**src/core/eir_pkg.sv**
```systemverilog
// constants shared by the external interrupt router
package eir_pkg;
  localparam int          NUM_LOWER      = 4;
  localparam int          NUM_UPPER      = 4;
  localparam int          NUM_EXT        = NUM_LOWER + NUM_UPPER;
  localparam int          LVL_W          = 4;
  localparam int          SYNC_STAGES    = 2;
  localparam logic [3:0]  ROUTE_RST      = 4'h0;
  localparam logic [3:0]  HOST_IRQ_RST_N = 4'hf;
  localparam logic [7:0]  CORE_IRQ_RST   = 8'h00;
  localparam logic [3:0]  NMI_LEVEL      = 4'hf;
  localparam logic [3:0]  NO_LEVEL       = 4'h0;
  typedef enum logic {EIR_ROUTE_CORE, EIR_ROUTE_HOST} eir_route_t;
endpackage

```
**src/core/eir_router.sv**
```systemverilog
// external interrupt input, priority and routing logic
// How it works
// RULE1 - nmi is top priority, level detected
// RULE2 - each external input owns its level
// RULE3 - lower four go to host or core
// RULE4 - devices request by driving line low
// RULE5 - host line asserted when attention needed
// RULE6 - host lines need no pci clock alignment
// RULE7 - host line held until driver clears
// RULE8 - host lines are level sensitive
// RULE9 - route select per line, core after reset
module eir_router (
  input  wire logic       i_ref_clk,
  input  wire logic       i_rst_n,
  input  wire logic       i_nmi_n,
  input  wire logic [3:0] i_ext_irq_lower_n,
  input  wire logic [3:0] i_ext_irq_upper_n,
  input  wire logic [3:0] i_route_host,
  input  wire logic [3:0] i_host_clear,
  output logic      [3:0] o_host_irq_line_n,
  output logic      [3:0] o_host_irq_line_oe,
  output logic      [7:0] o_core_irq,
  output logic            o_core_nmi,
  output logic      [3:0] o_core_level
);
  logic       rst_meta_q;
  logic       rst_sync_q;
  logic [8:0] pins_s;
  logic [3:0] route_q;
  logic [3:0] route_d;
  logic [3:0] pend_q;
  logic [3:0] pend_d;
  logic [3:0] line_n_q;
  logic [3:0] line_n_d;
  logic [7:0] core_q;
  logic [7:0] core_d;
  logic       nmi_q;
  logic       nmi_d;
  logic [3:0] lvl_q;
  logic [3:0] lvl_d;
  logic       rst_seen_q;

  // reset release through two flops
  always_ff @(posedge i_ref_clk or negedge i_rst_n) begin
    if (!i_rst_n) begin
      rst_meta_q <= 1'b0;
      rst_sync_q <= 1'b0;
    end else begin
      rst_meta_q <= 1'b1;
      rst_sync_q <= rst_meta_q;
    end
  end

  // pins are asynchronous, idle high
  eir_sync #(.W(9), .RST_VAL(9'h1ff)) u_sync (
    .i_ref_clk (i_ref_clk),
    .i_rst_n   (rst_sync_q),
    .i_async   ({i_nmi_n, i_ext_irq_upper_n, i_ext_irq_lower_n}),
    .o_sync    (pins_s)
  );

  // highest active core-routed external input wins a level; nmi overrides all
  function automatic logic [3:0] prio_level(input logic [7:0] req);
    logic [3:0] lvl;
    lvl = eir_pkg::NO_LEVEL;
    for (int k = 0; k < eir_pkg::NUM_EXT; k++) begin
      if (req[k]) lvl = 4'(k + 1);
    end
    return lvl;
  endfunction

  always_comb begin
    logic [7:0] req;
    req     = ~pins_s[7:0]; // RULE4
    route_d = rst_seen_q ? i_route_host : eir_pkg::ROUTE_RST; // RULE9
    nmi_d   = ~pins_s[8]; // RULE1
    core_d  = req; // RULE2
    pend_d  = pend_q & ~i_host_clear; // RULE7
    for (int k = 0; k < eir_pkg::NUM_LOWER; k++) begin
      if (route_q[k] == eir_pkg::EIR_ROUTE_HOST) begin
        core_d[k] = 1'b0; // RULE3
        if (req[k]) pend_d[k] = 1'b1; // RULE5
      end else begin
        pend_d[k] = 1'b0;
      end
    end
    lvl_d = nmi_d ? eir_pkg::NMI_LEVEL : prio_level(core_d); // RULE1
    line_n_d = ~pend_d; // RULE8
  end

  // route select taken only after reset release, so reset forces core
  always_ff @(posedge i_ref_clk or negedge rst_sync_q) begin
    if (!rst_sync_q) begin
      rst_seen_q <= 1'b0;
      route_q    <= eir_pkg::ROUTE_RST; // RULE9
      pend_q     <= 4'h0;
      line_n_q   <= eir_pkg::HOST_IRQ_RST_N;
      core_q     <= eir_pkg::CORE_IRQ_RST;
      nmi_q      <= 1'b0;
      lvl_q      <= eir_pkg::NO_LEVEL;
    end else begin
      rst_seen_q <= 1'b1;
      route_q    <= route_d;
      pend_q     <= pend_d;
      line_n_q   <= line_n_d;
      core_q     <= core_d;
      nmi_q      <= nmi_d;
      lvl_q      <= lvl_d;
    end
  end

  // open drain: low only while driven; no pci clock involved
  assign o_host_irq_line_n  = line_n_q; // RULE6 RULE8
  assign o_host_irq_line_oe = pend_q;
  assign o_core_irq         = core_q;
  assign o_core_nmi         = nmi_q;
  assign o_core_level       = lvl_q;
endmodule

```
**src/core/eir_sync.sv**
```systemverilog
// two-flop synchroniser bank with a constant reset value
module eir_sync #(
  parameter int         W       = 8,
  parameter logic [W-1:0] RST_VAL = '1
) (
  input  wire logic         i_ref_clk,
  input  wire logic         i_rst_n,
  input  wire logic [W-1:0] i_async,
  output logic      [W-1:0] o_sync
);
  logic [W-1:0] meta_q;
  logic [W-1:0] sync_q;
  always_ff @(posedge i_ref_clk or negedge i_rst_n) begin
    if (!i_rst_n) begin
      meta_q <= RST_VAL;
      sync_q <= RST_VAL;
    end else begin
      meta_q <= i_async;
      sync_q <= meta_q;
    end
  end
  assign o_sync = sync_q;
endmodule

```
**config.mk**
```make
export PLATFORM = sky130hd
export DESIGN_NAME = eir_router
export DESIGN_NICKNAME = d
export VERILOG_FILES = /design/src/core/eir_pkg.sv /design/src/core/eir_router.sv /design/src/core/eir_sync.sv
export SDC_FILE = /design/constraint.sdc
export NUM_CORES = 1
export LEC_CHECK = 0
export ABC_AREA = 0
export BUFFER_PORTS_ARGS = -buffer_cell sky130_fd_sc_hd__buf_2
export CORE_ASPECT_RATIO = 1.4
export CORE_MARGIN = 3
export CORE_UTILIZATION = 52
export CTS_BUF_LIST = sky130_fd_sc_hd__clkbuf_8
export DETAILED_ROUTE_END_ITERATION = 8
export GPL_ROUTABILITY_DRIVEN = 0
export GPL_TIMING_DRIVEN = 0
export MAX_ROUTING_LAYER = met4
export PLACE_DENSITY_LB_ADDON = 0.15
export SETUP_SLACK_MARGIN = 0.3
export SLEW_MARGIN = 20
export SYNTH_ARGS = -nofsm -noshare
export SYNTH_HDL_FRONTEND = slang
export SYNTH_SLANG_ARGS = --single-unit
```
**constraint.sdc**
```tcl
create_clock -name i_ref_clk -period 1.55 [get_ports i_ref_clk]
set_input_delay 0.155 -clock i_ref_clk [delete_from_list [all_inputs] [get_ports i_ref_clk]]
set_output_delay 0.155 -clock i_ref_clk [all_outputs]
set_load 0.02 [all_outputs]
```
* Word level (Yosys, flattened, before mapping)
Cells that the tools add are included.
** Word-level totals
- Logic and storage cells :: 38
- Input port bits :: 19
- Output and inout port bits :: 21
- Flip-flop bits (word level) :: 46
** Operators by class
- Bitwise gates (word level) :: 5
- Multiplexer cells :: 22
** Operator list (number)
- $mux W4 :: 9
- $mux W1 :: 13
- $not A4 Y4 :: 2
- $not A8 Y8 :: 1
- $and A4 B4 Y4 :: 1
- $not A1 Y1 :: 1

* Logic depth before layout (Yosys ltp)
Gate-level depths: netlist of the first run.
- Depth in word-level cells :: 11
- Depth in mapped cells :: 4
- Mapped depth without buffers :: 4

* By module
Synthesis of the first run repeated with hierarchy kept, for this count alone.
** Unflattened totals
- Cell total of the unflattened synthesis :: 88
- Area, all modules :: 1396.3 µm²
** By module, submodules not included
- eir_router :: seq. area each 705.7 µm², area each 923.4 µm², cells an instance 70, instances 1
- eir_sync :: seq. area each 473.0 µm², area each 473.0 µm², cells an instance 18, instances 1

* Worst setup path after synthesis of the first run
OpenSTA, ideal clock, no wires.
- Path kind :: reg-to-reg
- Start :: register u_sync.sync_q[3] (netlist: u_sync.o_sync[3])
- End :: register lvl_q[2] (netlist: o_core_level[2])
- Setup time :: 124 ps
- Period minus slack after synthesis :: 1090 ps
- Cell stages (with the launch flop) :: 5
- Arrival time :: 967 ps
- Path slack :: 460 ps
- Data required time :: 1426 ps
- Path buffers :: 0
- Cell sequence :: dfstp_2 > or2_1 > inv_1 > o31ai_1 > nand2_1
** Between the ends
- Word-level cells in the longest chain between the ends :: 8
** Ends and longest elaborated chain
- start, declared :: RTL line eir_sync.sv:12 : logic [W-1:0] sync_q;
- start signal, assigned :: RTL line eir_sync.sv:19 : sync_q <= meta_q;
- $not A8 Y8 :: RTL line eir_router.sv:74 : req = ~pins_s[7:0];
- $mux W1 :: RTL line eir_router.sv:80 : if (route_q[k] == eir_pkg::EIR_ROUTE_HOST) begin
- named net core_d[3] :: RTL line eir_router.sv:36 : logic [7:0] core_d;
- $mux W4 (5 in a row) :: RTL line eir_router.sv:67 : if (req[k]) lvl = 4'(k + 1);
- $mux W4 :: RTL line eir_router.sv:87 : lvl_d = nmi_d ? eir_pkg::NMI_LEVEL : prio_level(core_d);
- named net lvl_d[2] :: RTL line eir_router.sv:40 : logic [3:0] lvl_d;
- end signal, assigned :: RTL line eir_router.sv:100 : lvl_q <= eir_pkg::NO_LEVEL;
- end signal, assigned :: RTL line eir_router.sv:108 : lvl_q <= lvl_d;
- end, declared :: RTL line eir_router.sv:39 : logic [3:0] lvl_q;
The timed path passes the listed nets, and every way through them passes these cells.

* Final worst setup path of the first run
- Start :: register route_q[3]
- End :: register lvl_q[0] (netlist: o_core_level[0])
** Between the ends
- Word-level cells in the longest chain between the ends :: 7
** Ends and longest elaborated chain
- start, declared :: RTL line eir_router.sv:29 : logic [3:0] route_q;
- start signal, assigned :: RTL line eir_router.sv:95 : route_q <= eir_pkg::ROUTE_RST;
- start signal, assigned :: RTL line eir_router.sv:103 : route_q <= route_d;
- $mux W1 :: RTL line eir_router.sv:80
- $mux W4 (5 in a row) :: RTL line eir_router.sv:67
- $mux W4 :: RTL line eir_router.sv:87
- named net lvl_d[0] :: RTL line eir_router.sv:40
The timed path passes the listed nets, and every way through them passes these cells.

==> results of run 1 <==
## cell type report
class / count / area (um^2) / area share
clock buffer: 7 / 96.3 / 0.0521
timing repair buffer: 49 / 295 / 0.160
inverter: 10 / 37.5 / 0.0203
tap: 34 / 42.5 / 0.0230
sequential: 46 / 1180 / 0.638
multi-input combinational: 33 / 188 / 0.102
clock inverter: 1 / 8.76 / 0.00474
## state kept, by name (all words and copies together) (netlist names)
name and cells:
o_core_irq 8, o_core_level 4, o_core_nmi 1, o_host_irq_line_n 4
o_host_irq_line_oe 4, route_q 4, rst_meta_q 1, rst_seen_q 1
rst_sync_q 1, u_sync.meta_q 9, u_sync.o_sync 9
## Yosys cell counts (all sizes together)
library cell,n,area [um^2]
nor2,3,11.3
conb,1,3.75
nand2,7,26.3
a31oi,1,6.26
inv,10,37.5
dfrtp,24,601
a21oi,1,5.00
o21ai,5,25.0
dfstp,22,578
o31ai,2,15.0
o22ai,1,6.26
and2,8,51.3
a221oi,1,15.0
o22a,1,10.0
or2,1,6.26
## final timing paths
check                                 startpoint                to  slack, ps
worst max-delay path                  route_q[3]   o_core_level[0]        340
worst min-delay path             i_route_host[0]        route_q[0]         70
worst max register to register        route_q[3]   o_core_level[0]        340
worst min register to register  u_sync.meta_q[2]  u_sync.o_sync[2]        350
max in group asynchronous             rst_sync_q        rst_seen_q        630
min in group asynchronous                i_rst_n        rst_sync_q        160
## critical path: stages, from the launching register on
cell and delay [ps]:
dfrtp_1 410, or2_4 270, a221oi_2 290, o31ai_1 110
## layer usage
layer	share of wire	wire (um)	global-route usage	vias up
li1	-	-	-	385
met1	0.37	749	0.148	378
met2	0.54	1090	0.262	32
met3	0.066	135	0.0353	7
met4	0.031	64	0.114	0
met5	0	0	-	-
## placed cells by master (no fill, tap or decap), types with 2 or more instances in the layout
master,instances
and2_1,7
buf_2,39
clkbuf_8,7
conb_1,2
dfrtp_1,23
dfstp_2,22
dlygate4sd3_1,10
inv_1,10
nand2_1,7
nor2_1,3
o21ai_0,5
o31ai_1,2
## repair_timing
item,4_1_cts,5_1_grt
hold buffers,10,0
gates resized for setup,0,1
endpoints found under the hold margin,11,0
endpoints found under the setup margin,0,2
## metrics by stage
step	hold slack [ps]	worst slack (ps)	instance area (um^2)	utilization	total power [mW]
floorplan	-141	460	1400	-	1.42
global route	59.0	308	1850	0.748	2.37
detailed placement	-57.4	336	1640	0.664	1.48
global placement	-60.3	377	1640	0.664	1.48
finish	72.6	345	1850	0.748	2.25
CTS	66.3	324	1850	0.747	2.28
## where the power goes
group / leakage [nW] / total [mW] / internal [mW] / switching, mW
combinational: 0.304 / 0.152 / 0.0718 / 0.0804
clock: 0.0544 / 0.772 / 0.408 / 0.364
sequential: 0.520 / 1.33 / 1.28 / 0.0444
total: 0.878 / 2.25 / 1.76 / 0.489
## logic make-up after synthesis
group	synth area share
flops	0.843
simple gates	0.0680
compound gates	0.0591
buf+inv	0.0269
other cells	0.00268
==> out/qor.yml, run 1 <==
dr.pass1.iters: 2
grt_pass1_wl_mm: 3.51
drcViolationCount: 0
worstPathRequired_ps: 1720
clockBufferDepth: 2
min_delay_path_depth: 2
io_buffers: 39
wl_mm: 2.04
criticalPathCategory: "reg -> reg"
grt_overflow: 0
initial_utilization: 0.566
clk_latency_ps: 290
htreeDepth: 2
cts-root-buf: "clkbuf_8"
die_area_um2: 3350
track_usage: 0.152
syn_area_um2: 1400
grt_max_degree: 45
place_inst: 162
status: "finished, final reports clean"
routedWlPerCell_um: 11.4
cellPowerDensity_nw_per_um2: 1220
syn_to_final_growth_pct: 32.2
io_pins: 40
post-route-period-util: 0.778
place.detailed.hpwl_mm: 1.38
cts_sinks: 46
antenna_found_initial: 0
synth_area_per_cell_um2: 15.9
clkTransAtPathRegs_ps: 80
netlist_instances: 88
numCtsBuffers: 5
power_leakage_nw: 0.878
synth_warnings: 0
drt-vias-per-instance: 4.46
vdd_ir_drop_max_v: 0.000953
drt_iter0_drc: 10
rsz0062_at_grt: "no"
critPathLaunchType: "register"
max-cap-violations: 0
crit_path_max_fanout: 4
post_cts_buffers: 0
max-slew-margin-rel: 0.436
grt_pass1_vias: 845
fmax_ghz: 0.830
endpoint_kind: "register"
holdCritPathClass: "in -> reg"
arrival_ps: 1370
rr_worst_depth: 3
fill_cells: 182
layout.cells.non_filler: 180
period_needed_ps: 1210
setup-violations-final: 0
synth-seq-cells: 46
tightestPinTransition_ps: 846
rows: 21
core_area_um2: 2470
yosysUniqueCellTypes: 16
die_w_um: 49.8
vias: 802
tritoncts: "built"
antenna_cells: 0
die_h_um: 67.3
antenna_left: 0
slew_viol_final: 0
nNetsFinal: 164
clock_skew_ps: 10.6
ys_seq_area_frac: 0.843
drive_gt1_frac: 0.507
fin_tns_setup_ps: 0
hold_violations: 0
No activity file was read; power rests on OpenSTA's default activity.
==> inputs of run 2 (changes only) <==
Settings changed: CORE_UTILIZATION 52 to 47.
Clock period 1.55 ns to 1 ns, I/O delays scaled along.
==> out/qor.yml, run 2 (same netlist as run 1, synthesis figures left out) <==
status: "complete, but fails checks"
violations: "setup timing"
clk_latency_ps: 300
rows: 22
hold_violations: 0
track_usage: 0.161
final_area_um2: 2200
power_leakage_nw: 1.01
die_w_um: 52.1
min_delay_path_depth: 2
fin_tns_setup_ps: -499
placed_area_um2: 1650
drive_gt1_frac: 0.662
setup-violations-final: 8
endpoint_kind: "register"
dr.pass1.iters: 3
grt_pass1_wl_mm: 3.94
routed-wl-met2_mm: 1.50
antenna_found_initial: 0
tritoncts: "built"
final_common_cell: "buf_6"
routedWlPerCell_um: 14.7
initial_utilization: 0.513
criticalPathCategory: "reg -> reg"
critPathLaunchType: "register"
final_cell_mix: "28 x buf_6, 22 x dfstp_2, 18 x buf_2, 18 x dfrtp_1, 11 x dlygate4sd3_1"
cts-root-buf: "clkbuf_8"
rr_worst_depth: 3
clockBufferDepth: 2
drcViolationCount: 0
dr_wl_met3_um: 144
period_needed_ps: 1150
post-route-period-util: 1.15
worstPathRequired_ps: 1180
clkTransAtPathRegs_ps: 80
die_h_um: 70.5
top_layer_used: "met4"
io_pins: 40
fmax_ghz: 0.873
grt_max_degree: 24
nNetsFinal: 175
io_buffers: 39
syn_to_final_growth_pct: 57.4
drt_iter0_drc: 5
grt_pass1_vias: 873
clock_skew_ps: 6.01
grt_overflow: 0
core_area_um2: 2730
wl_mm: 2.84
die_area_um2: 3670
place.detailed.hpwl_mm: 1.29
drt-vias-per-instance: 4.46
drt-met1-wl_mm: 1.08
rsz0062_at_grt: "yes"
vias: 861
cellPowerDensity_nw_per_um2: 1750
cts_sinks: 46
arrival_ps: 1330
slew_viol_final: 0
antenna_left: 0
numCtsBuffers: 5
fin_ws_ps: -146
crit_path_max_fanout: 3
htreeDepth: 2
vdd_ir_drop_max_v: 0.00153
holdCritPathClass: "in -> reg"
max-cap-violations: 0
antenna_cells: 0
==> run 2: changes by cell type in the layout (fill, tap and decap cells not counted), sizes merged <==
cell	delta
dlygate4sd3	+1
inv	+1
buf	+10
clkinv	-1
clkbuf	-1
bufinv	+1
==> run 2: path summary, 6_finish.rpt <==
| path | slack, ps | end | startpoint |
|---|---|---|---|
| worst max register to register | -150 | o_core_level[0] | u_sync.o_sync[2] |
| min in group asynchronous | 110 | rst_sync_q | i_rst_n |
| worst min-delay path | 10 | route_q[3] | i_route_host[3] |
| max in group asynchronous | 380 | u_sync.o_sync[1] | rst_sync_q |
| worst max-delay path | -150 | o_core_level[0] | u_sync.o_sync[2] |
| worst min register to register | 360 | u_sync.o_sync[4] | u_sync.meta_q[4] |
==> run 2: timing repair <==
item	CTS	global route
endpoints found under the setup margin	46	48
endpoints found under the hold margin	12	0
pin swaps	2	3
hold buffers	11	0
setup buffers	5	5
gates resized for setup	55	16
==> run 2: final cells by class <==
class,instances,area (um^2)
Sequential cell,46,1190
Inverter,10,37.5
Clock buffer,6,82.6
Fill cell,142,526
Clock inverter,2,33.8
Tap cell,36,45.0
Timing Repair Buffer,60,558
Multi-Input combinational cell,33,254
==> run 2: through the flow <==
stage | hold WS, ps | util | setup WS (ps) | total power, mW | cells
5_1_grt | 9.97 | 0.807 | -176 | 4.03 | 193
3_5_place_dp | -114 | 0.606 | -153 | 2.30 | 164
6_report | 14.9 | 0.807 | -146 | 3.86 | 193
4_1_cts | 3.04 | 0.771 | -137 | 3.82 | 188
2_1_floorplan | -196 | - | -55.7 | 2.20 | 89
3_3_place_gp | -116 | 0.606 | -137 | 2.29 | 164
==> run 2: where the power goes <==
part	leakage [nW]	internal (mW)	total (mW)	switching, mW
combinational	0.432	0.225	0.403	0.178
sequential	0.513	1.99	2.07	0.0752
clock	0.0626	0.804	1.39	0.582
total	1.01	3.02	3.86	0.836
==> run 2: routing by layer <==
layer,vias up,track usage
met3,11,0.0384
met1,406,0.183
li1,411,-
met4,0,0.131
met5,-,-
met2,33,0.235
==> run 2: worst max-delay path: stages (launching register included) <==
cell and delay [ps]:
dfstp_2 610, nor2_4 60, a221oi_2 270, o31ai_1 90
==> inputs of run 3 (changes only) <==
Settings changed: SYNTH_HIERARCHICAL from default to 1, TNS_END_PERCENT from default to 20.
==> out/qor.yml, run 3 <==
postSynth.asyncResetShare: 1.00
clkTransAtPathRegs_ps: 80
track_usage: 0.142
place_inst: 164
synth-simple-area-share: 0.0672
hold_violations: 0
yosysMostFrequentCell: "dfrtp_1"
period_needed_ps: 1160
tightestPinTransition_ps: 504
critPathLaunchType: "register"
grt_pass1_vias: 826
power.total_mw: 3.48
layout.cells.non_filler: 185
holdCritPathClass: "in -> reg"
netlist.area_leader.share: 0.430
setup-violations-final: 7
final_cell_mix: "23 x dfrtp_1, 23 x buf_6, 22 x dfstp_2, 18 x buf_2, 10 x dlygate4sd3_1"
slew_viol_final: 0
fill_cells: 174
fin_tns_setup_ps: -393
synth_top_area_cell: "dfrtp_1"
cts_sinks: 46
drt-vias-per-instance: 4.48
numCtsBuffers: 5
clock_skew_ps: 6.10
ys_seq_area_frac: 0.844
synth_warnings: 6
regArea_um2: 1180
synth_edf_count: 0
rsz0062_at_grt: "yes"
worstPathRequired_ps: 1180
vdd_ir_drop_max_v: 0.00146
io_pins: 40
tritoncts: "built"
netlist_instances: 88
clockBufferDepth: 2
synth_mux_area_frac: 0
max-cap-violations: 0
initial_utilization: 0.512
grt_util_met3: 0.0469
die_area_um2: 3670
grt_max_degree: 45
drcViolationCount: 0
status: "complete, but fails checks"
yosysUniqueCellTypes: 15
rows: 22
crit_path_max_fanout: 4
dp_slack_ps: -160
cts-root-buf: "clkbuf_8"
netlist_top_cells_area: "dfrtp_1 43%, dfstp_2 41%, and2_1 3.6%"
max-slew-margin-rel: 0.664
met2_usage: 0.224
synth-seq-cells: 46
core_area_um2: 2730
die_h_um: 70.5
drive_gt1_frac: 0.584
violations: "setup timing"
post-route-period-util: 1.16
syn_area_um2: 1400
yosys.area_share.adder: 0
synth_top_family_by_area: "simple AND/OR/NAND/NOR gates"
yosys-top-cells-count: "24 x dfrtp_1, 22 x dfstp_2, 10 x inv_1"
grt_overflow: 0
criticalPathCategory: "reg -> reg"
antenna_left: 0
power_leakage_nw: 0.941
die_w_um: 52.1
placed_area_um2: 1640
final_area_um2: 2040
min_delay_path_depth: 2
dr.pass1.iters: 2
nNetsFinal: 167
arrival_ps: 1330
wl_mm: 2.13
synth-compound-area-share: 0.0591
synth_area_per_cell_um2: 15.9
clk_latency_ps: 290
endpoint_kind: "register"
ys.flop_type: "dfrtp_1"
syn_to_final_growth_pct: 46.1
multiInputGateArea_um2: 230
rr_worst_depth: 3
htreeDepth: 2
grt_use_met1: 0.154
cellPowerDensity_nw_per_um2: 1700
antenna_found_initial: 0
vias: 829
routedWlPerCell_um: 11.5
io_buffers: 39
place.detailed.hpwl_mm: 1.36
fin_ws_ps: -157
drt_iter0_drc: 12
grt_pass1_wl_mm: 3.62
antenna_cells: 0
synth-xor-area-share: 0
fmax_ghz: 0.864
grt.busiest_layer: "met2"
run 3: cell count changes after synthesis:
cell and delta:
and2_1 +1, and2_2 -1
run 3: logic make-up after synthesis:
group	count (synthesis)
AO/OA/AOI/OAI	12
buffers and inverters	10
flip-flops	46
other	1
AND/OR/NAND/NOR	19
run 3: per-stage QoR:
stage / util / hold slack [ps]
2_1_floorplan: - / -196
3_3_place_gp: 0.603 / -115
3_5_place_dp: 0.603 / -114
4_1_cts: 0.733 / -1.31
5_1_grt: 0.749 / 12.8
6_report: 0.749 / 13.0
run 3: path summary, 6_finish.rpt:
| path | endpoint | slack, ps | start |
|---|---|---|---|
| max | o_core_level[0] | -160 | route_q[3] |
| min | route_q[2] | 10 | i_route_host[2] |
| max reg2reg | o_core_level[0] | -160 | route_q[3] |
| min reg2reg | o_host_irq_line_oe[3] | 310 | rst_sync_q |
| max in group asynchronous | o_host_irq_line_n[3] | 320 | rst_sync_q |
| min in group asynchronous | rst_sync_q | 110 | i_rst_n |
run 3: per-layer routing:
| metal | part of all wire | vias up |
|---|---|---|
| li1 | - | 394 |
| met4 | 0.020 | 0 |
| met2 | 0.55 | 32 |
| met3 | 0.073 | 6 |
| met1 | 0.36 | 397 |
| met5 | 0 | - |
run 3: cell type report:
type	count	share of cell area
well taps	36	0.0221
inverters	10	0.0184
multi-input cells	33	0.113
flip-flops and latches	46	0.579
clock buffers	5	0.0337
repair buffers	52	0.224
clock inverters	3	0.00981
run 3: power breakdown:
group          switching [mW]  internal (mW)
sequential             0.0866           1.99
clock                   0.588          0.492
combinational           0.136          0.184
run 3: what timing repair did:
item,4_1_cts,5_1_grt
pin swaps,8,2
setup endpoints to repair,73,86
hold buffers,10,0
setup buffers,1,2
endpoints found under the hold margin,12,0
gates resized for setup,54,10
run 3: critical path, cell delays in order (launching register included):
cell	delay (ps)
dfrtp_1	410
or2_4	270
a221oi_2	260
o31ai_1	90
